File: config.mk
export PLATFORM = sky130hd
export DESIGN_NAME = subset_exec
export DESIGN_NICKNAME = d
export VERILOG_FILES = /design/src/hdl/exec_pkg.sv /design/src/hdl/step_unit.sv /design/src/hdl/subset_exec.sv
export VERILOG_INCLUDE_DIRS = /design/src /design/src/hdl
export SDC_FILE = /design/constraint.sdc
export NUM_CORES = 1
export LEC_CHECK = 0
export BUFFER_PORTS_ARGS = -buffer_cell sky130_fd_sc_hd__buf_2
export CORE_MARGIN = 10
export CORE_UTILIZATION = 48
export CTS_CLUSTER_SIZE = 28
export DETAILED_ROUTE_END_ITERATION = 12
export PLACE_DENSITY = 0.9
export SYNTH_ARGS = -nofsm -noshare
export SYNTH_HDL_FRONTEND = slang
export SYNTH_SLANG_ARGS = --single-unit
File: constraint.sdc
create_clock -name SYS_CLK -period 4.6 [get_ports SYS_CLK]
set_input_delay 0.92 -clock SYS_CLK [delete_from_list [all_inputs] [get_ports SYS_CLK]]
set_output_delay 0.92 -clock SYS_CLK [all_outputs]
set_load 0.1 [all_outputs]
File: src/hdl/exec_defs.svh
// Constants for the instruction subset executor: opcodes, reset values, timing.
// Assumes it is included by bare name from the package and design files.
`ifndef EXEC_DEFS_SVH
`define EXEC_DEFS_SVH
// ----------------------------------------------------------------
// Operation codes
// ----------------------------------------------------------------
`define OP_NOP 4'h0
`define OP_MINUS_ONE_IN_PLACE 4'h1
`define OP_MINUS_ONE_TO_WORKING 4'h2
`define OP_PLUS_ONE_IN_PLACE 4'h3
`define OP_PLUS_ONE_TO_WORKING 4'h4
`define OP_POWER_DOWN 4'h5
`define OP_UNCONDITIONAL_BRANCH 4'h6
`define OP_COPY_MEM_TO_WORKING 4'h7
`define OP_COPY_IMM_TO_WORKING 4'h8
`define OP_COPY_WORKING_TO_MEM 4'h9
// ----------------------------------------------------------------
// Reset values and timing
// ----------------------------------------------------------------
`define WORKING_RST 8'h00
`define PC_RST 11'h000
`define BRANCH_CYCLES 2
`endif

File: src/hdl/exec_pkg.sv
// Types shared by the instruction subset executor.
// Assumes exec_defs.svh is on the include path.
`include "exec_defs.svh"
package exec_pkg;
  typedef enum logic [1:0] {ST_RUN, ST_BRANCH_DUMMY, ST_SLEEP} exec_state_t;
endpackage

File: src/hdl/step_unit.sv
// Increment and decrement unit with zero detection.
// Assumes a purely combinational use by the executor.
module step_unit #(
  parameter int WIDTH = 8
) (
  input wire logic [WIDTH-1:0] operand,
  input wire logic minus,
  output logic [WIDTH-1:0] result,
  output logic zero
);
  initial begin
    if (WIDTH < 1) begin
      $error("step_unit width must be at least one");
    end
  end
  // Natural truncation to WIDTH gives the wrap: all-ones plus one is zero.
  always_comb begin
    if (minus) begin
      result = operand - WIDTH'(1);
    end else begin
      result = operand + WIDTH'(1);
    end
    zero = (result == '0);
  end
endmodule

File: src/hdl/subset_exec.sv
// Executor for a subset of an 8-bit core: step, copy, branch and power-down.
// Assumes the fetch stage presents one decoded instruction per valid cycle and
// that data memory answers reads combinationally in the same cycle.
//
// Local design decisions: the placing of the registers and the plain strobed port.
`include "exec_defs.svh"
module subset_exec
  import exec_pkg::*;
#(
  parameter int DATA_W = 8,
  parameter int ADDR_W = 8,
  parameter int PC_W = 11
) (
  input wire logic SYS_CLK,
  input wire logic NRST,
  input wire logic INSTR_VALID,
  input wire logic [3:0] INSTR_OP,
  input wire logic [ADDR_W-1:0] INSTR_MEM_ADDR,
  input wire logic [DATA_W-1:0] INSTR_IMM,
  input wire logic [PC_W-1:0] INSTR_BRANCH_ADDR,
  input wire logic [DATA_W-1:0] MEM_RDATA,
  input wire logic WAKE_EVENT,
  output logic INSTR_READY,
  output logic [ADDR_W-1:0] MEM_ADDR,
  output logic MEM_WE,
  output logic [DATA_W-1:0] MEM_WDATA,
  output logic [DATA_W-1:0] WORKING_REGISTER,
  output logic ZERO_FLAG,
  output logic SLEEP_ENTERED_FLAG,
  output logic WATCHDOG_TIMEOUT_FLAG,
  output logic WATCHDOG_CLEAR,
  output logic CLOCK_GATE_OFF,
  output logic [PC_W-1:0] PROGRAM_COUNTER,
  output logic PC_LOAD
);
  initial begin
    if (DATA_W != 8) begin
      $error("subset_exec serves an 8-bit data path only");
    end
    if (ADDR_W < 1 || PC_W < 1) begin
      $error("subset_exec address widths must be positive");
    end
  end

  // ----------------------------------------------------------------
  // Decoding
  // ----------------------------------------------------------------
  // A function because several assertions need the same step decode.
  function automatic logic is_step(input logic [3:0] op);
    is_step = (op == `OP_MINUS_ONE_IN_PLACE) || (op == `OP_MINUS_ONE_TO_WORKING) ||
              (op == `OP_PLUS_ONE_IN_PLACE) || (op == `OP_PLUS_ONE_TO_WORKING);
  endfunction

  exec_state_t state_r, state_nxt;
  logic [DATA_W-1:0] working_r, working_nxt;
  logic zero_r, zero_nxt;
  logic sleep_r, sleep_nxt;
  logic timeout_r, timeout_nxt;
  logic [PC_W-1:0] pc_r, pc_nxt;
  logic pc_load_r, pc_load_nxt;
  logic wdog_clr_r, wdog_clr_nxt;
  logic wake_s1_r, wake_s2_r;
  logic accept;
  logic minus;
  logic [DATA_W-1:0] step_res;
  logic step_zero;

  assign accept = INSTR_VALID && (state_r == ST_RUN);
  assign minus = (INSTR_OP == `OP_MINUS_ONE_IN_PLACE) ||
                 (INSTR_OP == `OP_MINUS_ONE_TO_WORKING);

  step_unit #(.WIDTH(DATA_W)) u_step (
    .operand(MEM_RDATA),
    .minus(minus),
    .result(step_res),
    .zero(step_zero)
  );

  // ----------------------------------------------------------------
  // Wake-up synchroniser
  // ----------------------------------------------------------------
  // The wake source lives outside the gated clock, so it is synchronised first.
  always_ff @(posedge SYS_CLK) begin
    if (!NRST) begin
      wake_s1_r <= 1'b0;
      wake_s2_r <= 1'b0;
    end else begin
      wake_s1_r <= WAKE_EVENT;
      wake_s2_r <= wake_s1_r;
    end
  end

  // ----------------------------------------------------------------
  // Memory port
  // ----------------------------------------------------------------
  // Memory writes are combinational with the accepted instruction so the
  // read-modify-write completes in one cycle.
  always_comb begin
    MEM_ADDR = INSTR_MEM_ADDR;
    MEM_WE = 1'b0;
    MEM_WDATA = step_res;
    if (accept) begin
      case (INSTR_OP)
        `OP_MINUS_ONE_IN_PLACE: MEM_WE = 1'b1;
        `OP_PLUS_ONE_IN_PLACE: MEM_WE = 1'b1;
        `OP_COPY_WORKING_TO_MEM: begin
          MEM_WE = 1'b1;
          MEM_WDATA = working_r;
        end
        default: MEM_WE = 1'b0;
      endcase
    end
  end

  // ----------------------------------------------------------------
  // Execution state
  // ----------------------------------------------------------------
  always_comb begin
    state_nxt = state_r;
    working_nxt = working_r;
    zero_nxt = zero_r;
    sleep_nxt = sleep_r;
    timeout_nxt = timeout_r;
    pc_nxt = pc_r;
    pc_load_nxt = 1'b0;
    wdog_clr_nxt = 1'b0;
    case (state_r)
      ST_RUN: begin
        if (INSTR_VALID) begin
          case (INSTR_OP)
            `OP_MINUS_ONE_IN_PLACE: zero_nxt = step_zero;
            `OP_PLUS_ONE_IN_PLACE: zero_nxt = step_zero;
            `OP_MINUS_ONE_TO_WORKING: begin
              working_nxt = step_res;
              zero_nxt = step_zero;
            end
            `OP_PLUS_ONE_TO_WORKING: begin
              working_nxt = step_res;
              zero_nxt = step_zero;
            end
            `OP_COPY_MEM_TO_WORKING: working_nxt = MEM_RDATA;
            `OP_COPY_IMM_TO_WORKING: working_nxt = INSTR_IMM;
            `OP_UNCONDITIONAL_BRANCH: begin
              pc_nxt = INSTR_BRANCH_ADDR;
              pc_load_nxt = 1'b1;
              state_nxt = ST_BRANCH_DUMMY;
            end
            `OP_POWER_DOWN: begin
              sleep_nxt = 1'b1;
              timeout_nxt = 1'b0;
              wdog_clr_nxt = 1'b1;
              state_nxt = ST_SLEEP;
            end
            default: pc_nxt = pc_r + PC_W'(1);
          endcase
          if (INSTR_OP != `OP_UNCONDITIONAL_BRANCH && INSTR_OP != `OP_POWER_DOWN) begin
            pc_nxt = pc_r + PC_W'(1);
          end
        end
      end
      // The slot after a branch runs as a dummy; nothing architectural moves.
      ST_BRANCH_DUMMY: state_nxt = ST_RUN;
      // Everything holds while asleep; only a wake event leaves.
      ST_SLEEP: begin
        if (wake_s2_r) begin
          state_nxt = ST_RUN;
        end
      end
      default: state_nxt = ST_RUN;
    endcase
  end

  always_ff @(posedge SYS_CLK) begin
    if (!NRST) begin
      state_r <= ST_RUN;
      working_r <= `WORKING_RST;
      zero_r <= 1'b0;
      sleep_r <= 1'b0;
      timeout_r <= 1'b0;
      pc_r <= `PC_RST;
      pc_load_r <= 1'b0;
      wdog_clr_r <= 1'b0;
    end else begin
      state_r <= state_nxt;
      working_r <= working_nxt;
      zero_r <= zero_nxt;
      sleep_r <= sleep_nxt;
      timeout_r <= timeout_nxt;
      pc_r <= pc_nxt;
      pc_load_r <= pc_load_nxt;
      wdog_clr_r <= wdog_clr_nxt;
    end
  end

  assign INSTR_READY = (state_r == ST_RUN);
  assign WORKING_REGISTER = working_r;
  assign ZERO_FLAG = zero_r;
  assign SLEEP_ENTERED_FLAG = sleep_r;
  assign WATCHDOG_TIMEOUT_FLAG = timeout_r;
  assign WATCHDOG_CLEAR = wdog_clr_r;
  assign CLOCK_GATE_OFF = (state_r == ST_SLEEP);
  assign PROGRAM_COUNTER = pc_r;
  assign PC_LOAD = pc_load_r;

  // ----------------------------------------------------------------
  // Assertions
  // ----------------------------------------------------------------
  a_minus_mem_write: assert property (@(posedge SYS_CLK) disable iff (!NRST)
    accept && INSTR_OP == `OP_MINUS_ONE_IN_PLACE |->
      MEM_WE && MEM_WDATA == DATA_W'(MEM_RDATA - 8'h01) ##1
      zero_r == ($past(MEM_WDATA) == 8'h00) && $stable(working_r))
    else $error("in-place decrement wrong");
  a_minus_to_working: assert property (@(posedge SYS_CLK) disable iff (!NRST)
    accept && INSTR_OP == `OP_MINUS_ONE_TO_WORKING |->
      !MEM_WE ##1 working_r == DATA_W'($past(MEM_RDATA) - 8'h01))
    else $error("decrement to working wrong");
  a_inc_mem_write: assert property (@(posedge SYS_CLK) disable iff (!NRST)
    accept && INSTR_OP == `OP_PLUS_ONE_IN_PLACE |->
      MEM_WE && MEM_WDATA == DATA_W'(MEM_RDATA + 8'h01) ##1 $stable(working_r))
    else $error("in-place increment wrong");
  a_inc_to_working: assert property (@(posedge SYS_CLK) disable iff (!NRST)
    accept && INSTR_OP == `OP_PLUS_ONE_TO_WORKING |->
      !MEM_WE ##1 working_r == DATA_W'($past(MEM_RDATA) + 8'h01))
    else $error("increment to working wrong");
  a_sleep_gates_clock: assert property (@(posedge SYS_CLK) disable iff (!NRST)
    accept && INSTR_OP == `OP_POWER_DOWN |=> CLOCK_GATE_OFF && !INSTR_READY)
    else $error("power-down did not gate clock");
  a_sleep_holds_state: assert property (@(posedge SYS_CLK) disable iff (!NRST)
    state_r == ST_SLEEP |-> !MEM_WE ##1 $stable(working_r) && $stable(pc_r) && $stable(zero_r))
    else $error("state changed while asleep");
  a_sleep_clears_wdog: assert property (@(posedge SYS_CLK) disable iff (!NRST)
    accept && INSTR_OP == `OP_POWER_DOWN |=> WATCHDOG_CLEAR)
    else $error("watchdog not cleared");
  a_sleep_flags: assert property (@(posedge SYS_CLK) disable iff (!NRST)
    accept && INSTR_OP == `OP_POWER_DOWN |=>
      SLEEP_ENTERED_FLAG && !WATCHDOG_TIMEOUT_FLAG && $stable(zero_r))
    else $error("power-down flags wrong");
  a_branch_two_cycles: assert property (@(posedge SYS_CLK) disable iff (!NRST)
    accept && INSTR_OP == `OP_UNCONDITIONAL_BRANCH |=>
      PC_LOAD && pc_r == $past(INSTR_BRANCH_ADDR) && !INSTR_READY ##1 INSTR_READY)
    else $error("branch timing wrong");
  a_copy_no_flags: assert property (@(posedge SYS_CLK) disable iff (!NRST)
    accept && INSTR_OP == `OP_COPY_IMM_TO_WORKING |=>
      working_r == $past(INSTR_IMM) && $stable(zero_r))
    else $error("immediate copy wrong");
  a_store_working: assert property (@(posedge SYS_CLK) disable iff (!NRST)
    accept && INSTR_OP == `OP_COPY_WORKING_TO_MEM |-> MEM_WE && MEM_WDATA == working_r)
    else $error("store of working register wrong");
  a_wrap_inc: assert property (@(posedge SYS_CLK) disable iff (!NRST)
    accept && is_step(INSTR_OP) && !minus && MEM_RDATA == 8'hFF |=> zero_r)
    else $error("increment did not wrap");

  // The zero check rebuilds the step from the memory data, not from the step unit.
  a_step_zero: assert property (@(posedge SYS_CLK) disable iff (!NRST)
    accept && is_step(INSTR_OP) |=>
      zero_r == (DATA_W'($past(MEM_RDATA) + ($past(minus) ? 8'hFF : 8'h01)) == 8'h00))
    else $error("zero flag does not match the step result");
  a_wrap_minus: assert property (@(posedge SYS_CLK) disable iff (!NRST)
    accept && is_step(INSTR_OP) && minus && MEM_RDATA == 8'h00 |-> step_res == 8'hFF)
    else $error("decrement did not wrap");
  a_branch_loads_pc: assert property (@(posedge SYS_CLK) disable iff (!NRST)
    accept && INSTR_OP == `OP_UNCONDITIONAL_BRANCH |->
      !MEM_WE ##1 pc_r == $past(INSTR_BRANCH_ADDR) && $stable(zero_r) && $stable(working_r))
    else $error("branch moved more than the program counter");
  a_dummy_refuses: assert property (@(posedge SYS_CLK) disable iff (!NRST)
    state_r == ST_BRANCH_DUMMY |->
      !MEM_WE && !INSTR_READY ##1 $stable(working_r) && $stable(pc_r) && $stable(zero_r))
    else $error("dummy slot after a branch had an effect");
  a_pc_advance: assert property (@(posedge SYS_CLK) disable iff (!NRST)
    accept && INSTR_OP != `OP_UNCONDITIONAL_BRANCH && INSTR_OP != `OP_POWER_DOWN |=>
      pc_r == PC_W'($past(pc_r) + PC_W'(1)) && !PC_LOAD)
    else $error("program counter did not advance");
  a_copy_from_mem: assert property (@(posedge SYS_CLK) disable iff (!NRST)
    accept && INSTR_OP == `OP_COPY_MEM_TO_WORKING |->
      !MEM_WE ##1 working_r == $past(MEM_RDATA) && $stable(zero_r))
    else $error("memory to working copy wrong");
  a_imm_no_write: assert property (@(posedge SYS_CLK) disable iff (!NRST)
    accept && INSTR_OP == `OP_COPY_IMM_TO_WORKING |-> !MEM_WE)
    else $error("immediate copy wrote memory");
  a_store_flags: assert property (@(posedge SYS_CLK) disable iff (!NRST)
    accept && INSTR_OP == `OP_COPY_WORKING_TO_MEM |=> $stable(zero_r) && $stable(working_r))
    else $error("store of working register changed a flag");
  a_wdog_pulse: assert property (@(posedge SYS_CLK) disable iff (!NRST)
    WATCHDOG_CLEAR |=> !WATCHDOG_CLEAR)
    else $error("watchdog clear longer than one cycle");
  a_gate_only_asleep: assert property (@(posedge SYS_CLK) disable iff (!NRST)
    CLOCK_GATE_OFF |-> !INSTR_READY && !MEM_WE)
    else $error("work accepted while the clock is gated");
  // Wake is judged after its second flip-flop, where the state machine reads it.
  a_wake_leaves_sleep: assert property (@(posedge SYS_CLK) disable iff (!NRST)
    state_r == ST_SLEEP && wake_s2_r |=> INSTR_READY && !CLOCK_GATE_OFF)
    else $error("wake event did not restart execution");
  a_sleep_flag_holds: assert property (@(posedge SYS_CLK) disable iff (!NRST)
    CLOCK_GATE_OFF |-> SLEEP_ENTERED_FLAG && !WATCHDOG_TIMEOUT_FLAG)
    else $error("power-down flags lost while asleep");

  // ----------------------------------------------------------------
  // Cover points
  // ----------------------------------------------------------------
  c_branch: cover property (@(posedge SYS_CLK) accept && INSTR_OP == `OP_UNCONDITIONAL_BRANCH);
  c_sleep_wake: cover property (@(posedge SYS_CLK) state_r == ST_SLEEP ##1 state_r == ST_RUN);
  c_minus_zero: cover property (@(posedge SYS_CLK)
    accept && INSTR_OP == `OP_MINUS_ONE_IN_PLACE && MEM_RDATA == 8'h01);
  c_inc_wrap: cover property (@(posedge SYS_CLK)
    accept && INSTR_OP == `OP_PLUS_ONE_IN_PLACE && MEM_RDATA == 8'hFF);
  c_store: cover property (@(posedge SYS_CLK) accept && INSTR_OP == `OP_COPY_WORKING_TO_MEM);
endmodule
# --- Word-level counts from Yosys, hierarchy flattened ---
# Index checks and enable logic that the tools add are counted.
word_totals:
  out_inout_bits: 43
  wordCells: 58
  in_bits: 43
  reg_bits: 27
op_classes:
  reduce_logical: 16
  n_eq_ne: 16
  n_mux: 14
  add_sub_neg: 3
ops:
  columns: ["cell", "n"]
  rows:
  - ["8-bit two-way mux", 3]
  - ["8-bit case mux with 3 select lines", 1]
  - ["11-bit case mux with 2 select lines", 1]
  - ["3-bit AND reduction", 6]
  - ["4-bit by 3-bit equality test with 1-bit output, second input constant", 4]
  - ["11-bit by 1-bit adder with 11-bit output, second input constant", 1]
  - ["11-bit two-way mux", 1]
  - ["8-bit by 1-bit adder with 8-bit output, second input constant", 1]
  - ["4-bit by 2-bit equality test with 1-bit output, second input constant", 2]
  - ["4-bit equality test, second input constant", 2]
  - ["8-bit logical NOT", 1]
  - ["4-bit by 3-bit inequality test with 1-bit output, second input constant", 2]
  - ["2-bit case mux with 2 select lines", 2]
  - ["8-bit by 1-bit subtractor with 8-bit output, second input constant", 1]
  - ["7-bit OR reduction", 1]
  - ["4-bit by 1-bit equality test with 1-bit output, second input constant", 1]
  - ["1-bit two-way mux", 4]
  - ["2-bit two-way mux", 2]
  - ["2-bit by 1-bit inequality test with 1-bit output, second input constant", 2]
  - ["4-bit OR reduction", 1]
  - ["3-bit by 1-bit inequality test with 1-bit output, second input constant", 1]
  - ["3-bit nonzero test", 1]
  - ["3-bit OR reduction", 1]
  - ["2-bit equality test, second input constant", 1]
  - ["5 further kinds", 6]

# --- Longest topological paths before layout ---
logic_depth:
  ltp_word: 5
  depth_mapped: 10
  mapped_depth_nobuf: 9

# --- Hierarchy ---
# From an unflattened synthesis, not the netlist that was laid out.
unflattened:
  hier_cells: 251
  area_unflattened_um2: 2078.2
by_module_without_submodules:
  columns: ["mod", "cells_each", "area_per_inst_um2", "seq_area_each_um2", "instances"]
  rows:
  - ["subset_exec", 209, 1736.7, 540.5, 1]
  - ["step_unit", 42, 341.6, 0.0, 1]

# --- Worst setup path after synthesis ---
# OpenSTA, ideal clock, no wires.
synth_timing:
  path_type: "input -> output"
  start: "input INSTR_OP[0]"
  end: "output MEM_WDATA[7]"
  arrival_time_ps: 4316
  path_buffers: 1
  setup_slack_ps: -636
  cell_stages: 9
  path_cell_list: "buf_6 > xnor2_2 > nor3_1 > ha_1 > a21o_1 > a21oi_1 > a21o_1 > a32oi_1 > a21oi_1"
synth_via:
  elab_chain_cells: 5
  elab_cells_between_ends: 7
  classes_between: "eq/ne (3); mux (3); reduce/logical (1)"
synth_rtl:
  columns: ["element", "line", "source"]
  rows:
  - ["from (decl)", "subset_exec.sv:17", "input wire logic [3:0] INSTR_OP,"]
  - ["4-bit by 1-bit equality test with 1-bit output or 4-bit by 2-bit equality test with 1-bit output (tied branches)", null, null]
  - ["1-bit logical OR", "subset_exec.sv:69", "assign minus = (INSTR_OP == `OP_MINUS_ONE_IN_PLACE) ||"]
  - ["8-bit two-way mux", "step_unit.sv:18", "if (minus) begin"]
  - ["8-bit two-way mux", "subset_exec.sv:103", "case (INSTR_OP)"]
  - ["8-bit two-way mux (*)", "subset_exec.sv:102", "if (accept) begin"]
  - ["to (decl)", "subset_exec.sv:26", "output logic [DATA_W-1:0] MEM_WDATA,"]
# Every way passes the cells marked *; elsewhere a longest branch is shown, timed or not.

# --- Final worst setup path ---
layout_timing:
  start: "input INSTR_OP[0]"
  end: "output MEM_WDATA[5]"
# The elaborated chain is that of the path after synthesis.

==> metrics.txt <==
total number of vias=2019; DRC viols=0; critical path cell sequence=buf_2 -> xnor2_2 -> nor3_2 -> ha_1 -> a21o_1 -> a21oi_1 -> nand2_1 -> xor2_1 -> mux2_4 -> buf_12; post-synthesis average cell area=7.84 µm²; number of global-route vias before repair=2049; count of yosys warnings during synthesis=0; Reg clk slew, reported paths=0.10 ns; post-placement cell count=348; Final setup violation count=0; root buffer selected by CTS=sky130_fd_sc_hd__clkbuf_8; flip-flop and latch area=541 µm²; share of layout cells above drive strength 1=0.301; CTS tree=done; Row Count=23; sort of element at the end of the critical path=output port; global-route wire length before repair=9630 µm; pin slew with the least headroom to its limit=0.780 ns; Primary FF master, synth=sky130_fd_sc_hd__dfxtp_1; boundary pin count=86; max-cap viol count=0; result of the run=finished clean; Routability Congestion=0.933; most common library cell in the layout ignoring fill and taps=sky130_fd_sc_hd__buf_2; total CTS buffers=3; portion of the post-synthesis area used by sequential elements=0.275; total number of clock tree sinks=27; critical setup path kind=in2out; final period demand of the worst path=4.39 ns; Antenna Diode Count=0; number of synthesized register bits=27; crit start category=primary input; top cell family by delay on the critical path=simple AND/OR/NAND/NOR gates; total power after layout=0.731 mW; Slew Limit Fails=0; die width=84.0 µm; Required @ worst endpoint=3.68 ns; detail-routed via count per cell=5.74; half-perimeter wire length after detailed placement=4590 µm; number of enable flip-flop cells after synthesis=0; initial core utilization=0.496; post-synthesis instance area=0.00197 mm²; worst-case register-to-register setup slack=2.81 ns; most frequent cells in the layout=sky130_fd_sc_hd__buf_2, sky130_fd_sc_hd__dfxtp_1, sky130_fd_sc_hd__nand2_1, sky130_fd_sc_hd__nor2_1, sky130_fd_sc_hd__a21oi_1; final sum of negative setup slack=0 ns; count of final hold-check violations=0; Power Dens Cells=307 mW/mm²; cell with the biggest individual delay on the critical path=sky130_fd_sc_hd__nor3_2; hold bufs inserted after CTS=0; number of buffers on the longest clock path=2; area used by multi-input combinational logic=0.00129 mm²; setup repair after global routing missed its margin=false; Total Routed Length=5720 µm; top achievable clock speed=228 MHz; proportion of netlist area held by the largest area contributor=0.275; number of fillers in the final layout=366; share of the core filled with cells in the final layout=0.600; core region area=0.00397 mm²; area grow syn2layout=21.0%; gate count after technology mapping=251; DR pass1 iterations=4; DRT antenna net count=0; Overflow after GRT=0; wire length per cell after detailed routing=16.2 µm; synth unique cells=55; count of routing violations after the opening detailed-route iteration=86; post-CTS resize count=1; peak ir drop on the vdd network=188 µV; pin count of the biggest net entering global routing=25; synth top area cells=sky130_fd_sc_hd__dfxtp_1, sky130_fd_sc_hd__ha_1, sky130_fd_sc_hd__a21oi_1; H-tree levels=1; post-route design area=0.00238 mm²; post-synthesis async set-or-reset flop share=0; total leakage power=1.14 nW; DIE AREA=0.00706 mm²; Final Non-Filler Cells=352; Syn Nets=304; Max stage delay on crit path=0.50 ns; endpoint arrival time on the critical path=3.47 ns; initial antenna violation count=0; maximum fanout along the worst path=10; placed standard-cell area=0.00233 mm²; number of buffer and inverter instances along the worst setup path=2; latest clock arrival within the worst-skew pair=0.27 ns; leading area contributor after synthesis=sky130_fd_sc_hd__dfxtp_1; Slew Limit Headroom=0.480; Die H=84.0 µm; Port-buffer cells=68; Min-Delay Path Class=reg2reg; Max Clock Skew=0.00696 ns; final net count=356; overall routing resource usage=0.155; fraction of the cycle the final worst path needs=0.955; post-CTS setup-driven buffer insertion count=0
sequential cells by signal, summed over array words and instances, names as in the netlist:
signal              count
WATCHDOG_CLEAR          1
PC_LOAD                 1
wake_s1_r               1
WORKING_REGISTER        8
PROGRAM_COUNTER        11
SLEEP_ENTERED_FLAG      1
state_r                 2
ZERO_FLAG               1
wake_s2_r               1
layer usage:
| metal | GRT usage | up-vias | routed length, µm |
|---|---|---|---|
| met2 | 0.277 | 72 | 2800 |
| met4 | 0.0213 | 0 | 25 |
| met5 | 0 | - | 0 |
| li1 | - | 1005 | - |
| met3 | 0.0537 | 4 | 476 |
| met1 | 0.176 | 938 | 2420 |
cell type report:
| type | instances | area share |
|---|---|---|
| well taps | 50 | 0.0263 |
| flip-flops and latches | 27 | 0.227 |
| inverters | 5 | 0.00788 |
| clock inverters | 1 | 0.00315 |
| multi-input cells | 197 | 0.541 |
| clock buffers | 3 | 0.0173 |
| repair buffers | 69 | 0.178 |
metrics by stage:
step           setup slack [ns]  hold WS, ns
2_1_floorplan           -0.0284        0.412
3_3_place_gp             0.0921        0.422
3_5_place_dp            -0.0693        0.422
4_1_cts                   0.268        0.452
5_1_grt                  0.0574        0.489
6_report                  0.209        0.450
path summary, 6_finish.rpt:
kind               start                 end  cells after the start
max          INSTR_OP[0]        MEM_WDATA[5]                     10
min            wake_s1_r           wake_s2_r                      1
max reg2reg   state_r[0]  PROGRAM_COUNTER[6]                      6
min reg2reg    wake_s1_r           wake_s2_r                      1
cell families (layout without fill, tap and decap cells):
kind of cell	after synthesis	after routing	synth area share
xor+xnor	7	7	0.0350
compound gates	81	81	0.269
other cells	1	1	0.00191
simple gates	93	93	0.236
flops	27	27	0.275
mux	5	5	0.0362
buf+inv	27	78	0.0801
fa+ha+maj	10	10	0.0674
worst reg2reg max path: cells and delay by family (launching register included):
kind	cells	cell delay (ns)
flops	1	0.33
simple gates	3	0.37
compound gates	3	1.01
power by group:
| group | switching (mW) | internal [mW] | total, mW |
|---|---|---|---|
| sequential | 0.00731 | 0.243 | 0.250 |
| combinational | 0.244 | 0.0994 | 0.344 |
| clock | 0.0764 | 0.0614 | 0.138 |
| total | 0.328 | 0.403 | 0.731 |
synthesized netlist by cell type, drive strengths merged, types with 2 or more instances:
cell type / count
mux2: 5
o31a: 2
o211ai: 3
inv: 5
nor3: 7
ha: 9
xnor2: 5
nand3: 8
o21ai: 16
nor4: 2
o21a: 2
dfxtp: 27
a211oi: 3
clkbuf: 4
and2: 7
a21oi: 21
and3: 3
nor3b: 2
xor2: 2
a32oi: 2
a21o: 4
a31oi: 7
nand2: 26
nor2b: 2
o211a: 5
buf: 18
nor2: 26
a22oi: 9
No activity file was read; power rests on OpenSTA's default activity.
